### src/rtl/dsc_consts.svh
`ifndef DSC_CONSTS_SVH
`define DSC_CONSTS_SVH

// ----------------------------------------------------------------
// Timing
// ----------------------------------------------------------------
`define DSC_CLK_PERIOD_NS   100
`define DSC_NS_PER_MS       1000000
`define DSC_TICK_MS         1000
`define DSC_CAN_TIMEOUT_MS  1000
`define DSC_RELAY_FB_HOURS  72
`define DSC_AOUT_FB_MIN     2
`define DSC_SEC_PER_HOUR    3600
`define DSC_SEC_PER_MIN     60
`define DSC_TICK_CYC    ((`DSC_TICK_MS * `DSC_NS_PER_MS) / `DSC_CLK_PERIOD_NS)
`define DSC_TIMEOUT_CYC \
  ((`DSC_CAN_TIMEOUT_MS * `DSC_NS_PER_MS) / `DSC_CLK_PERIOD_NS)
`define DSC_RELAY_FB_SEC    (`DSC_RELAY_FB_HOURS * `DSC_SEC_PER_HOUR)
`define DSC_AOUT_FB_SEC     (`DSC_AOUT_FB_MIN * `DSC_SEC_PER_MIN)
`define DSC_SETTLE_CYC      4

// ----------------------------------------------------------------
// Bit rates in kbit/s per code
// ----------------------------------------------------------------
`define DSC_RATE_C0  11'h07D
`define DSC_RATE_C1  11'h00A
`define DSC_RATE_C2  11'h014
`define DSC_RATE_C3  11'h032
`define DSC_RATE_C4  11'h07D
`define DSC_RATE_C5  11'h0FA
`define DSC_RATE_C6  11'h1F4
`define DSC_RATE_C7  11'h3E8

// ----------------------------------------------------------------
// Analogue levels and register map
// ----------------------------------------------------------------
`define DSC_AO_ZERO_MA  16'h0000
`define DSC_AO_TWO_MA   16'h07D0
`define DSC_REG_CFG       8'h00
`define DSC_REG_STATUS    8'h04
`define DSC_REG_IRQ_STAT  8'h08
`define DSC_REG_IRQ_MASK  8'h0C
`define DSC_IRQ_W         5
`define DSC_IRQ_FAIL      0
`define DSC_IRQ_RESTORE   1
`define DSC_IRQ_RELAY_FB  2
`define DSC_IRQ_AOUT_FB   3
`define DSC_IRQ_LOADED    4
`define DSC_IRQ_MASK_RST  5'h00

`endif

### src/rtl/dsc_pkg.sv
package dsc_pkg;

  typedef enum logic [1:0] {
    PH_SAMPLE,
    PH_STARTUP,
    PH_RUN
  } dsc_phase_e;

  typedef struct packed {
    logic [2:0] rate_code;
    logic [2:0] node_code;
    logic       sw3_off;
    logic       sw4_off;
  } dsc_cfg_s;

endpackage : dsc_pkg

### src/rtl/dsc_config_loader.sv
// Decided for this implementation: the address map and the address-and-strobe port.
`timescale 1ns/1ps
`default_nettype none
`include "dsc_consts.svh"

module dsc_config_loader
  import dsc_pkg::*;
#(
  parameter int NR              = 8,
  parameter int NA              = 4,
  parameter int AW              = 16,
  parameter int TICK_CYC        = `DSC_TICK_CYC,
  parameter int TIMEOUT_CYC     = `DSC_TIMEOUT_CYC,
  parameter int RELAY_FB_SEC    = `DSC_RELAY_FB_SEC,
  parameter int AOUT_FB_SEC     = `DSC_AOUT_FB_SEC
)
(
  input  wire logic             i_clk,
  input  wire logic             i_rst_b,
  input  wire logic [9:0]       i_dip_off,
  input  wire logic             i_alt_assembly,
  input  wire logic             i_frame_valid,
  input  wire logic [NR-1:0]    i_relay_cmd,
  input  wire logic [NR-1:0]    i_relay_blink,
  input  wire logic [NA*AW-1:0] i_aout_cmd,
  input  wire logic [7:0]       i_addr,
  input  wire logic [31:0]      i_wdata,
  input  wire logic             i_wr,
  input  wire logic             i_rd,
  output logic      [31:0]      o_rdata,
  output logic                  o_irq,
  output logic      [2:0]       o_bit_rate_code,
  output logic      [10:0]      o_bit_rate_kbps,
  output logic      [3:0]       o_node_number,
  output logic                  o_can_fail,
  output logic      [NR-1:0]    o_relay,
  output logic      [NA*AW-1:0] o_aout
);

  // ----------------------------------------------------------------
  // State
  // ----------------------------------------------------------------
  typedef struct packed {
    logic [9:0]             dip_s1;
    logic [9:0]             dip_s2;
    logic                   alt_s1;
    logic                   alt_s2;
    dsc_phase_e             phase;
    logic [3:0]             settle;
    dsc_cfg_s               cfg;
    logic [10:0]            kbps;
    logic [3:0]             node;
    logic                   fail;
    logic [31:0]            idle_cnt;
    logic [31:0]            tick_cnt;
    logic [31:0]            sec_cnt;
    logic                   relay_fb;
    logic                   aout_fb;
    logic [NR-1:0]          relay;
    logic [NA*AW-1:0]       aout;
    logic [`DSC_IRQ_W-1:0]  irq_stat;
    logic [`DSC_IRQ_W-1:0]  irq_mask;
    logic [31:0]            rdata;
  } dsc_state_s;

  localparam int TO_LAST   = TIMEOUT_CYC - 1;
  localparam int TICK_LAST = TICK_CYC - 1;

  dsc_state_s             r;
  dsc_state_s             n;
  logic [10:1]            sw;
  dsc_cfg_s               cfg_live;
  logic [`DSC_IRQ_W-1:0]  ev;
  logic [`DSC_IRQ_W-1:0]  clr;
  logic [NR-1:0]          pwr_relay;
  logic [AW-1:0]          ao_level;

  function automatic logic [10:0] rate_lookup(input logic [2:0] code);
    unique case (code)
      3'h0: rate_lookup = `DSC_RATE_C0;
      3'h1: rate_lookup = `DSC_RATE_C1;
      3'h2: rate_lookup = `DSC_RATE_C2;
      3'h3: rate_lookup = `DSC_RATE_C3;
      3'h4: rate_lookup = `DSC_RATE_C4;
      3'h5: rate_lookup = `DSC_RATE_C5;
      3'h6: rate_lookup = `DSC_RATE_C6;
      3'h7: rate_lookup = `DSC_RATE_C7;
    endcase
  endfunction : rate_lookup

  // ----------------------------------------------------------------
  // Switch decode
  // ----------------------------------------------------------------
  always_comb
  begin
    for (int k = 1; k <= 10; k++)
    begin
      sw[k] = r.alt_s2 ? r.dip_s2[10-k] : r.dip_s2[k-1];
    end
    cfg_live.rate_code = {sw[5], sw[6], sw[7]};
    cfg_live.node_code = {sw[8], sw[9], sw[10]};
    cfg_live.sw3_off   = sw[3];
    cfg_live.sw4_off   = sw[4];
  end

  assign pwr_relay = {NR{r.cfg.sw4_off}};
  assign ao_level  = r.cfg.sw3_off ? AW'(`DSC_AO_TWO_MA)
                                   : AW'(`DSC_AO_ZERO_MA);

  // ----------------------------------------------------------------
  // Next state
  // ----------------------------------------------------------------
  always_comb
  begin
    n        = r;
    ev       = '0;
    clr      = '0;
    n.dip_s1 = i_dip_off;
    n.dip_s2 = r.dip_s1;
    n.alt_s1 = i_alt_assembly;
    n.alt_s2 = r.alt_s1;
    n.rdata  = '0;

    unique case (r.phase)
      PH_SAMPLE:
      begin
        if (r.settle == 4'(`DSC_SETTLE_CYC - 1))
        begin
          n.cfg   = cfg_live;
          n.kbps  = rate_lookup(cfg_live.rate_code);
          n.node  = {1'b0, cfg_live.node_code} + 4'h1;
          n.phase = PH_STARTUP;
          ev[`DSC_IRQ_LOADED] = 1'b1;
        end
        else
        begin
          n.settle = r.settle + 4'h1;
        end
      end
      PH_STARTUP:
      begin
        if (i_frame_valid)
        begin
          n.phase = PH_RUN;
        end
      end
      PH_RUN:
      begin
      end
    endcase

    // Bus watchdog and fallback timer
    if (r.phase != PH_SAMPLE)
    begin
      if (i_frame_valid)
      begin
        n.idle_cnt = '0;
        n.fail     = 1'b0;
        n.relay_fb = 1'b0;
        n.aout_fb  = 1'b0;
        ev[`DSC_IRQ_RESTORE] = r.fail;
      end
      else if (!r.fail)
      begin
        if (r.idle_cnt == 32'(TO_LAST))
        begin
          n.fail     = 1'b1;
          n.tick_cnt = '0;
          n.sec_cnt  = '0;
          ev[`DSC_IRQ_FAIL] = 1'b1;
        end
        else
        begin
          n.idle_cnt = r.idle_cnt + 32'h1;
        end
      end
      else
      begin
        if (r.tick_cnt == 32'(TICK_LAST))
        begin
          n.tick_cnt = '0;
          if (r.sec_cnt != 32'hFFFF_FFFF)
          begin
            n.sec_cnt = r.sec_cnt + 32'h1;
          end
        end
        else
        begin
          n.tick_cnt = r.tick_cnt + 32'h1;
        end
        if (r.cfg.sw3_off && !r.relay_fb &&
            r.sec_cnt >= 32'(RELAY_FB_SEC))
        begin
          n.relay_fb = 1'b1;
          ev[`DSC_IRQ_RELAY_FB] = 1'b1;
        end
        if (r.cfg.sw4_off && !r.aout_fb &&
            r.sec_cnt >= 32'(AOUT_FB_SEC))
        begin
          n.aout_fb = 1'b1;
          ev[`DSC_IRQ_AOUT_FB] = 1'b1;
        end
      end
    end

    // Relay and analogue drive
    unique case (r.phase)
      PH_SAMPLE:
      begin
        n.relay = '0;
        n.aout  = '0;
      end
      PH_STARTUP:
      begin
        n.relay = pwr_relay;
        n.aout  = {NA{ao_level}};
      end
      PH_RUN:
      begin
        if (!r.fail)
        begin
          n.relay = i_relay_cmd;
          n.aout  = i_aout_cmd;
        end
        else
        begin
          if (!r.cfg.sw3_off)
          begin
            // Frozen, but blinking relays drop to turn-on state
            n.relay = (r.relay & ~i_relay_blink) |
                      (pwr_relay & i_relay_blink);
          end
          else if (r.relay_fb)
          begin
            n.relay = pwr_relay;
          end
          if (r.cfg.sw4_off && r.aout_fb)
          begin
            n.aout = {NA{ao_level}};
          end
        end
      end
    endcase

    // Register bus
    if (i_wr)
    begin
      unique case (i_addr)
        `DSC_REG_IRQ_STAT: clr = i_wdata[`DSC_IRQ_W-1:0];
        `DSC_REG_IRQ_MASK: n.irq_mask = i_wdata[`DSC_IRQ_W-1:0];
        default:
        begin
        end
      endcase
    end
    // Set wins over clear
    n.irq_stat = (r.irq_stat & ~clr) | ev;
    if (i_rd)
    begin
      unique case (i_addr)
        `DSC_REG_CFG:
          n.rdata = {22'h0, r.cfg.sw4_off, r.cfg.sw3_off, 1'b0,
                     r.cfg.node_code, 1'b0, r.cfg.rate_code};
        `DSC_REG_STATUS:
          n.rdata = {27'h0, r.aout_fb, r.relay_fb, r.fail,
                     r.phase == PH_RUN, r.phase != PH_SAMPLE};
        `DSC_REG_IRQ_STAT:
          n.rdata = {{(32-`DSC_IRQ_W){1'b0}}, r.irq_stat};
        `DSC_REG_IRQ_MASK:
          n.rdata = {{(32-`DSC_IRQ_W){1'b0}}, r.irq_mask};
        default: n.rdata = '0;
      endcase
    end
  end

  always_ff @(posedge i_clk or negedge i_rst_b)
  begin
    if (!i_rst_b)
    begin
      r          <= '0;
      r.phase    <= PH_SAMPLE;
      r.irq_mask <= `DSC_IRQ_MASK_RST;
    end
    else
    begin
      r <= n;
    end
  end

  assign o_rdata         = r.rdata;
  assign o_irq           = |(r.irq_stat & r.irq_mask);
  assign o_bit_rate_code = r.cfg.rate_code;
  assign o_bit_rate_kbps = r.kbps;
  assign o_node_number   = r.node;
  assign o_can_fail      = r.fail;
  assign o_relay         = r.relay;
  assign o_aout          = r.aout;
endmodule : dsc_config_loader
`default_nettype wire

### config.mk
export PLATFORM = sky130hd
export DESIGN_NAME = dsc_config_loader
export DESIGN_NICKNAME = d
export VERILOG_FILES = /design/src/rtl/dsc_pkg.sv /design/src/rtl/dsc_config_loader.sv
export VERILOG_INCLUDE_DIRS = /design/src /design/src/rtl
export SDC_FILE = /design/constraint.sdc
export NUM_CORES = 1
export LEC_CHECK = 0
export BUFFER_PORTS_ARGS = -buffer_cell sky130_fd_sc_hd__buf_2
export CAP_MARGIN = 20
export CORE_MARGIN = 3
export CORE_UTILIZATION = 40
export CTS_BUF_LIST = sky130_fd_sc_hd__clkbuf_16
export DETAILED_ROUTE_END_ITERATION = 10
export PLACE_DENSITY = 0.68
export RECOVER_POWER = 25
export SLEW_MARGIN = 20
export SYNTH_ARGS = -nofsm -noshare
export SYNTH_HDL_FRONTEND = slang
export SYNTH_SLANG_ARGS = --single-unit
export TNS_END_PERCENT = 50
### constraint.sdc
create_clock -name i_clk -period 2.37 [get_ports i_clk]
set_clock_uncertainty 0.1 [all_clocks]
set_input_delay 0.1185 -clock i_clk [delete_from_list [all_inputs] [get_ports i_clk]]
set_output_delay 0.1185 -clock i_clk [all_outputs]
set_load 0.01 [all_outputs]
# Word level (Yosys, flattened, before mapping)
# Memory sizes are Yosys's and may differ from the RTL's. A register that Yosys moved wholly into a read port is not among the register bits.
# Index checks and enable logic that the tools add are counted.
[totals]
mem_count = 1
out_inout_bits = 124
inputBits = 136
rom_bits = 80
elab_cells = 128
register_bits = 264
[op_classes]
n_addsub = 5
n_reduce_logical = 26
n_mux = 44
eq_ne = 17
bitwise_logic = 10
order_cmp = 2
[memory_table]
columns = ["memory", "words", "width", "read_ports", "rd_clocked_by_memory_dff", "write_ports", "line", "source"]
rows = [
  ["(name not given)", 8, 10, 1, 1, 0, "dsc_config_loader.sv:79", "unique case (code)"],
]
[op_table]
columns = ["cell", "count"]
rows = [
  ["case mux 72 bit (3 select lines)", 1],
  ["two-way mux 64 bit", 3],
  ["two-way mux 32 bit", 4],
  ["adder 32 x 1 -> 32 bit, second input constant", 3],
  ["two-way mux 72 bit", 1],
  ["two-way mux 33 bit", 2],
  ["== test 32 x 24 -> 1 bit, second input constant", 2],
  ["case mux 10 bit (4 select lines)", 1],
  ["greater-or-equal comparator 32 x 18 -> 1 bit, second input constant", 1],
  ["greater-or-equal comparator 32 x 7 -> 1 bit, second input constant", 1],
  ["inequality test 32 bit, second input constant", 1],
  ["two-way mux 1 bit", 18],
  ["AND 8 bit", 2],
  ["== test 8 x 4 -> 1 bit, second input constant", 2],
  ["two-way mux 8 bit", 2],
  ["AND reduction 3 bit", 5],
  ["two-way mux 2 bit", 6],
  ["nonzero test 2 bit", 6],
  ["two-way mux 11 bit", 1],
  ["AND 5 bit", 2],
  ["two-way mux 10 bit", 1],
  ["two-way mux 5 bit", 2],
  ["== test 8 x 3 -> 1 bit, second input constant", 1],
  ["logical NOT 8 bit", 1],
  ["22 further kinds", 35],
]

# Depth between registers and ports, before layout
# Gate-level depths: netlist of run 1.
[depth]
depth_word = 8
mapped_depth = 11
ltp_nobuf = 8

# Least setup slack after synthesis of run 1
# Ideal clock, no wire load.
[synth_timing]
path_kind = "register -> register"
startpoint = "register r[241] (netlist name)"
endpoint = "register r[140] (netlist name)"
path_slack_ns = -0.061
setup_ns = 0.120
required_time_ns = 2.150
path_buffers = 2
t_arrival_ns = 2.211
stages_incl_launch_ff = 10
period_less_slack_ns = 2.431
path_cell_list = "dfrtp_1 -> inv_1 -> ha_1 -> clkbuf_1 -> or2_2 -> nor4_2 -> a21o_1 -> buf_2 -> mux2_2 -> a31o_2"
[synth_via]
elab_chain_cells = 2
[synth_lines]
columns = ["item", "line", "source"]
rows = [
  ["start: declaration", "dsc_config_loader.sv:69", "dsc_state_s r;"],
  ["start signal: assignment", "dsc_config_loader.sv:286", "r <= n;"],
  ["nonzero test 2 bit", "dsc_config_loader.sv:153", "if (r.phase != PH_SAMPLE)"],
  ["AND reduction 5 bit (no line)", "--", ""],
]
# Every way passes these cells.
# A chain may end at the register's enable or synchronous reset.

# Worst setup path in the final report of run 1
[layout_timing]
startpoint = "register r[184] (netlist name)"
endpoint = "register r[140] (netlist name)"
[layout_via]
elab_chain_cells = 3
[layout_lines]
columns = ["item", "line", "source"]
rows = [
  ["== test 32 x 24 -> 1 bit", "dsc_config_loader.sv:165", "if (r.idle_cnt == 32'(TO_LAST))"],
  ["nonzero test 2 bit (no line)", "--", ""],
  ["AND reduction 5 bit (no line)", "--", ""],
]
# Every way passes these cells.

==> impl_metrics.csv, run 1 <==
group,metric,value,unit
run_status,outcome,"finished, final reports clean",
floorplan,die_x,183,um
sta,hold_viol,0,
place,dpl_worst_slack,-0.0249,ns
sta,finalSetupViolations,0,
critical_path,timing.critical_path.from_type,"flop",
critical_path,worst_r2r_startpoint,"r[184]",
critical_path,reg2reg_slack,0.06,ns
place,detailed_place.area,13900,um^2
cts,root_buffer,"sky130_fd_sc_hd__clkbuf_16",
synthesis,netlist-cell-type-count,73,
finish,fillCellCount,2651,
detailed_routing,drt_first_pass_iters,5,
sta,finalMaxSlewViolations,0,
floorplan,placement_rows,64,
grt,largest_net_degree_at_the_start_of_global_routing,68,
finish,drive_gt1_share,26.9,%
detailed_routing,drt-initial-drc-count,685,
power_and_ir_drop,peakVddDrop,0.000462,V
finish,most_frequent_cells_in_the_layout,"sky130_fd_sc_hd__dfrtp_1 (236), sky130_fd_sc_hd__buf_2 (207), sky130_fd_sc_hd__nand2_1 (172), sky130_fd_sc_hd__buf_4 (119), sky130_fd_sc_hd__dlygate4sd3_1 (96)",
detailed_routing,route.met3.wl,2140,um
sta,whs,0.0546,ns
critical_path,setup.worst_path.start,"r[184]",
finish,final_cell_area,16100,um^2
sta,fin_setup_tns,0,ns
detailed_routing,route.top_layer_used,"met5",
sta,finalWorstSetupSlack,0.0559,ns
min_path,hold_path_class,"primary input to flop",
cts,tritoncts,"built",
detailed_routing,routed-via-count,10844,
detailed_routing,wl,34500,um
critical_path,timing.critical_path.to_type,"flop",
critical_path,worstPathArrival,2.64,ns
synthesis,ys_dominant_reg_cell,"sky130_fd_sc_hd__dfrtp_1",
synthesis,synth_sequential_area_ratio,47.9,%
critical_path,rr_worst_depth,7,
finish,area_of_combinational_cells_with_multiple_inputs,5560,um^2
floorplan,floorplan.die.height,183,um
finish,seq_area,6010,um^2
detailed_routing,route.antenna.remaining_nets,0,
sta,worst_pin_slew,1.48,ns
floorplan,ios,260,
synthesis,count_of_flip_flops_with_a_built_in_enable_after_synthesis,0,
grt,grt_first_pass_wirelength,54800,um
sta,achievable-frequency,0.432,GHz
cts,cts.clk_slew.worst_paths,0.06,ns
place,place.gp.congestion,0.918,
grt,grt_antenna_before_repair,1,
sta,rsz0062_at_grt,"yes",
sta,final_min_period_over_clock_period,97.6,%
detailed_routing,route.met2.wl,17000,um
detailed_routing,wirelength_met1,14000,um
grt,grt_use_total,19.7,%
floorplan,starting_density_of_the_core,40.8,%
synthesis,asyncSetResetFlopFracSynth,100,%
synthesis,syn_area,12500,um^2
finish,syn_to_final_growth,28.3,%
grt,grt_pass1_vias,10652,
floorplan,core_area,30700,um^2
critical_path,criticalPathCategory,"flop to flop",
synthesis,syn_inst,1325,
cts,worst_skew_pair.late_latency,0.53,ns
synthesis,ys.warnings.count,0,
power_and_ir_drop,leakage,0.00747,uW
synthesis,synth.avg_cell_area,9.47,um^2
place,detailed_place_hpwl,23100,um
cts,numClockSinks,240,
finish,layout.cells.most_common,"sky130_fd_sc_hd__dfrtp_1",
detailed_routing,detailed_route_vias_per_instance,5.34,
power_and_ir_drop,total_power,12400,uW
finish,nets,1762,
place,place.port_buffers,208,
critical_path,timing.critical_path.to,"r[140]",
critical_path,cp_max_fo,5,
synthesis,postSynthRegisterBits,240,
critical_path,critPathRequiredTime,2.69,ns
detailed_routing,wl_per_cell,17.0,um
critical_path,timing.rr.end,"r[140]",
cts,ctsHtreeMaxLevel,1,
floorplan,fp.dieArea,33500,um^2
sta,min_tclk_post_route,2.31,ns
grt,gr-total-overflow,0,
job,max_cap_viol_count,0,
detailed_routing,remaining_drc_errors,0,
sta,slew-limit-headroom,1.33,%
cts,tritoncts.num_buffers,26,
power_and_ir_drop,p_per_area,772,nW/um^2
cts,clk_path_buf_depth,3,
## power breakdown
| part | internal [uW] | switching [uW] | leakage (uW) |
|---|---|---|---|
| Clock | 2550 | 1660 | 0.000443 |
| Combinational | 1290 | 1790 | 0.00396 |
| Sequential | 4690 | 449 | 0.00307 |
| Total | 8520 | 3900 | 0.00747 |
## worst max-delay path: stages (launching register included)
cell and delay (ns):
sky130_fd_sc_hd__dfrtp_1 0.40, sky130_fd_sc_hd__and4_1 0.33, sky130_fd_sc_hd__nand4_1 0.21, sky130_fd_sc_hd__buf_4 0.21, sky130_fd_sc_hd__nor4_4 0.23, sky130_fd_sc_hd__a21o_1 0.22
sky130_fd_sc_hd__mux2_4 0.32, sky130_fd_sc_hd__a31o_4 0.20
## sequential cells by signal (all words and copies together) (netlist names)
signal and cells:
n 11, o_aout 64, o_bit_rate_code 3, o_bit_rate_kbps 10
o_can_fail 1, o_node_number 4, o_rdata 9, o_relay 8
pwr_relay 1, r 129
## repair_timing
item	4_1_cts	5_1_grt
endpoints found under the hold margin	340	0
pin swaps	0	7
gates resized for setup	5	41
gates cloned	0	0
buffers inserted	0	12
hold buffers	96	0
setup endpoints to repair	16	69
## cell families (layout without fill, tap and decap cells)
group / Yosys count / in the layout / share of synthesized area, %
other cells: 1 / 26 / 0.0299
compound gates: 227 / 227 / 11.5
xor+xnor: 42 / 42 / 2.93
buf+inv: 219 / 502 / 10.5
simple gates: 547 / 547 / 22.5
fa+ha+maj: 14 / 14 / 1.40
flops: 240 / 240 / 47.9
mux: 35 / 35 / 3.17
## metrics by stage
step / util [%] / instances
final: 52.3 / 2029
after floorplan: - / 1348
after detailed placement: 45.3 / 1872
after global routing: 52.3 / 2027
after CTS: 51.4 / 2015
after global placement: 45.3 / 1872
## area by class of cell
| class | instances | area share [%] |
|---|---|---|
| sequential | 240 | 37.3 |
| multi-input combinational | 889 | 34.5 |
| timing repair buffer | 432 | 18.9 |
| clock buffer | 26 | 4.04 |
| tap | 396 | 3.08 |
| clock inverter | 21 | 1.51 |
| inverter | 23 | 0.536 |
| antenna | 2 | 0.0311 |
## worst min-delay path by stage
stage,cells after the start,from,slack (ns),end
after CTS,2,i_rst_b,0.004,o_rdata[5]
after global placement,1,i_rst_b,-0.03,o_bit_rate_kbps[8]
after floorplan,0,i_rst_b,-0.28,n[242]
after detailed placement,1,i_rst_b,-0.02,o_bit_rate_kbps[3]
after global routing,3,i_wr,0.07,r[35]
final,6,i_relay_blink[3],0.05,o_relay[3]
## cells in the mapped netlist (24+ instances only)
master	count	area (um^2)
sky130_fd_sc_hd__xnor2_1	33	289
sky130_fd_sc_hd__dfrtp_1	240	6010
sky130_fd_sc_hd__buf_4	122	916
sky130_fd_sc_hd__nor3_1	27	135
sky130_fd_sc_hd__o21ai_0	74	370
sky130_fd_sc_hd__clkbuf_1	53	199
sky130_fd_sc_hd__a21oi_1	62	310
sky130_fd_sc_hd__nor2_1	93	349
sky130_fd_sc_hd__nand3_1	63	315
sky130_fd_sc_hd__a22o_1	43	377
sky130_fd_sc_hd__nor4_1	36	225
sky130_fd_sc_hd__mux2i_1	24	240
sky130_fd_sc_hd__nand4_1	40	250
sky130_fd_sc_hd__nand2_1	173	649
## layer usage
layer,vias to the layer above,track usage (%)
met5,-,0
met4,2,7.92
met3,76,3.13
met2,367,34.3
met1,5275,24.5
li1,5124,-
Power figures use the tool's default switching activity.
==> inputs of run 2 (changes only) <==
--- a/config.mk
+++ b/config.mk
@@ -6,13 +6,13 @@
 export SDC_FILE = /design/constraint.sdc
 export NUM_CORES = 1
 export LEC_CHECK = 0
-export BUFFER_PORTS_ARGS = -buffer_cell sky130_fd_sc_hd__buf_2
 export CAP_MARGIN = 20
 export CORE_MARGIN = 3
 export CORE_UTILIZATION = 40
 export CTS_BUF_LIST = sky130_fd_sc_hd__clkbuf_16
 export DETAILED_ROUTE_END_ITERATION = 10
-export PLACE_DENSITY = 0.68
+export DONT_BUFFER_PORTS = 1
+export PLACE_DENSITY = 0.6
 export RECOVER_POWER = 25
 export SLEW_MARGIN = 20
 export SYNTH_ARGS = -nofsm -noshare
==> run 2 against run 1 <==
Net effect:
- the flow now finishes with violations (hold timing)
- flip-flop and latch count is the same
- sequential power grew 5.6%
- fmax shrank 1.7%
- critical path depth grew 1
- critical path type unchanged
- critical endpoint unchanged
- highest routed layer unchanged
==> impl_metrics.csv, run 2 (same netlist as run 1, synthesis figures left out) <==
group,metric,value,unit
finish,syn_to_final_growth,22.9,%
place,dpl_worst_slack,-0.176,ns
finish,regMostFlops,"r",
finish,most_frequent_cells_in_the_layout,"sky130_fd_sc_hd__dfrtp_1 (232), sky130_fd_sc_hd__nand2_1 (171), sky130_fd_sc_hd__buf_4 (140), sky130_fd_sc_hd__dlygate4sd3_1 (111), sky130_fd_sc_hd__nor2_1 (90)",
detailed_routing,wl,32700,um
finish,largest_reg_flops,129,
place,place.port_buffers,0,
detailed_routing,route.antenna.remaining_nets,0,
sta,hold_viol,240,
floorplan,starting_density_of_the_core,40.8,%
cts,numClockSinks,240,
floorplan,fp.dieArea,33500,um^2
sta,whs,-0.801,ns
cts,hold_buffers,111,
power_and_ir_drop,leakage,0.00672,uW
place,place.gp.congestion,0.846,
grt,grt_antenna_before_repair,2,
critical_path,cp_max_fo,4,
cts,clk_path_buf_depth,3,
critical_path,critical_path.slowest_cell,"sky130_fd_sc_hd__dfrtp_1",
power_and_ir_drop,p_per_area,763,nW/um^2
sta,finalWorstSetupSlack,0.0150,ns
grt,gr-total-overflow,0,
cts,cts.clk_slew.worst_paths,0.06,ns
detailed_routing,routed-via-count,10122,
floorplan,floorplan.die.height,183,um
grt,grt_use_total,18.3,%
cts,worst_skew_pair.late_latency,0.53,ns
critical_path,timing.critical_path.from_type,"flop",
sta,rsz0062_at_grt,"yes",
sta,min_tclk_post_route,2.35,ns
cts,ctsHtreeMaxLevel,1,
sta,slew-limit-headroom,58.5,%
floorplan,core_area,30700,um^2
sta,finalSetupViolations,0,
critical_path,worstPathArrival,2.67,ns
floorplan,die_x,183,um
job,max_cap_viol_count,0,
place,detailed_place.area,12900,um^2
grt,grt_pass1_vias,9744,
detailed_routing,remaining_drc_errors,0,
detailed_routing,drt-initial-drc-count,686,
place,detailed_place_hpwl,21400,um
finish,fillCellCount,2727,
run_status,outcome,"finished, violations left",
detailed_routing,drt_first_pass_iters,6,
grt,largest_net_degree_at_the_start_of_global_routing,241,
finish,final_cell_area,15400,um^2
critical_path,timing.critical_path.to_type,"flop",
sta,achievable-frequency,0.425,GHz
cts,root_buffer,"sky130_fd_sc_hd__clkbuf_16",
cts,tritoncts,"built",
critical_path,crit_path_cell_trace,"nor4_4, buf_4, nand4_1, buf_6, nor4_4, a21o_1, mux2_2, a31o_2",
min_path,hold_path_class,"primary input to async pin",
detailed_routing,wl_per_cell,17.6,um
sta,finalMaxSlewViolations,0,
critical_path,cpMostUsedCell,"sky130_fd_sc_hd__nor4_4",
power_and_ir_drop,peakVddDrop,0.000340,V
sta,worst_pin_slew,0.623,ns
cts,tritoncts.num_buffers,26,
finish,drive_gt1_share,18.8,%
floorplan,placement_rows,64,
critical_path,cpPeakStageDelay,0.40,ns
run_status,violations,"hold timing",
critical_path,critPathRequiredTime,2.68,ns
detailed_routing,detailed_route_vias_per_instance,5.45,
sta,final_min_period_over_clock_period,99.4,%
grt,grt_first_pass_wirelength,51300,um
critical_path,criticalPathCategory,"flop to flop",
finish,nets,1593,
floorplan,ios,260,
finish,layout.cells.most_common,"sky130_fd_sc_hd__dfrtp_1",
run 2: changes by cell type in the layout (fill, tap and decap cells not counted), moves of 4 or more:
cell and change:
sky130_fd_sc_hd__nor4_1 -6, sky130_fd_sc_hd__buf_2 -207, sky130_fd_sc_hd__buf_12 -4, sky130_fd_sc_hd__dfrtp_1 -4, sky130_fd_sc_hd__buf_6 +9, sky130_fd_sc_hd__nand3_2 +5, sky130_fd_sc_hd__buf_4 +21, sky130_fd_sc_hd__nand3_1 -5
sky130_fd_sc_hd__dfrtp_2 +4, sky130_fd_sc_hd__dlygate4sd3_1 +15
run 2: final cells by class:
class	instances	area [um^2]	share of cell area, %
repair buffers	263	2310	15.0
clock buffers	27	676	4.38
inverters	23	86.3	0.560
well taps	396	495	3.21
flip-flops and latches	240	6020	39.0
diodes	1	2.50	0.0162
clock inverters	19	159	1.03
multi-input cells	889	5680	36.8
run 2: power by group:
group	total, uW	switching [uW]	leakage (uW)	internal (uW)
combinational	2340	1340	0.00322	1000
sequential	5430	740	0.00307	4690
clock	4010	1640	0.000425	2370
run 2: timing repair:
| item | CTS | global route |
|---|---|---|
| setup buffers | 1 | 17 |
| setup endpoints to repair | 46 | 84 |
| pin swaps | 3 | 19 |
| cloned | 0 | 1 |
| gates resized for setup | 8 | 73 |
| hold endpoints to repair | 362 | 240 |
run 2: per-layer routing:
layer	track usage (%)	part of all wire [%]	up-vias
li1	-	-	4800
met1	23.5	42	4944
met2	31.8	49	307
met3	3.83	6.4	69
met4	4.91	2.7	2
met5	0	0.049	-
run 2: worst max-delay path: cells and delay by family (launching register included):
kind,cells,cell delay [ns]
AOI/OAI and AO/OA,2,0.44
buffers and inverters,2,0.32
DFF,1,0.40
muxes,1,0.36
and+or+nand+nor,3,0.63
run 2: final timing paths:
kind	start	endpoint	slack, ns	cells past startpoint
worst max register to register	r[205]	r[140]	0.02	8
worst min register to register	n[248]	r[248]	0.24	0
max in group asynchronous	i_rst_b	o_can_fail	2.53	0
worst max-delay path	r[205]	r[140]	0.02	8
min in group i_clk	i_addr[1]	o_rdata[8]	0.05	5
worst min-delay path	i_rst_b	o_bit_rate_kbps[8]	-0.80	0
run 2: through the flow:
stage / util (%) / power (uW) / setup TNS [ns] / cells
after global routing: 50.2 / 12400 / -0.834 / 1858
after CTS: 48.6 / 11800 / 0 / 1839
after detailed placement: 42.1 / 7610 / -3.23 / 1681
after global placement: 42.1 / 7540 / -2.80 / 1681
final: 50.2 / 11800 / 0 / 1858
after floorplan: - / 7270 / 0 / 1348
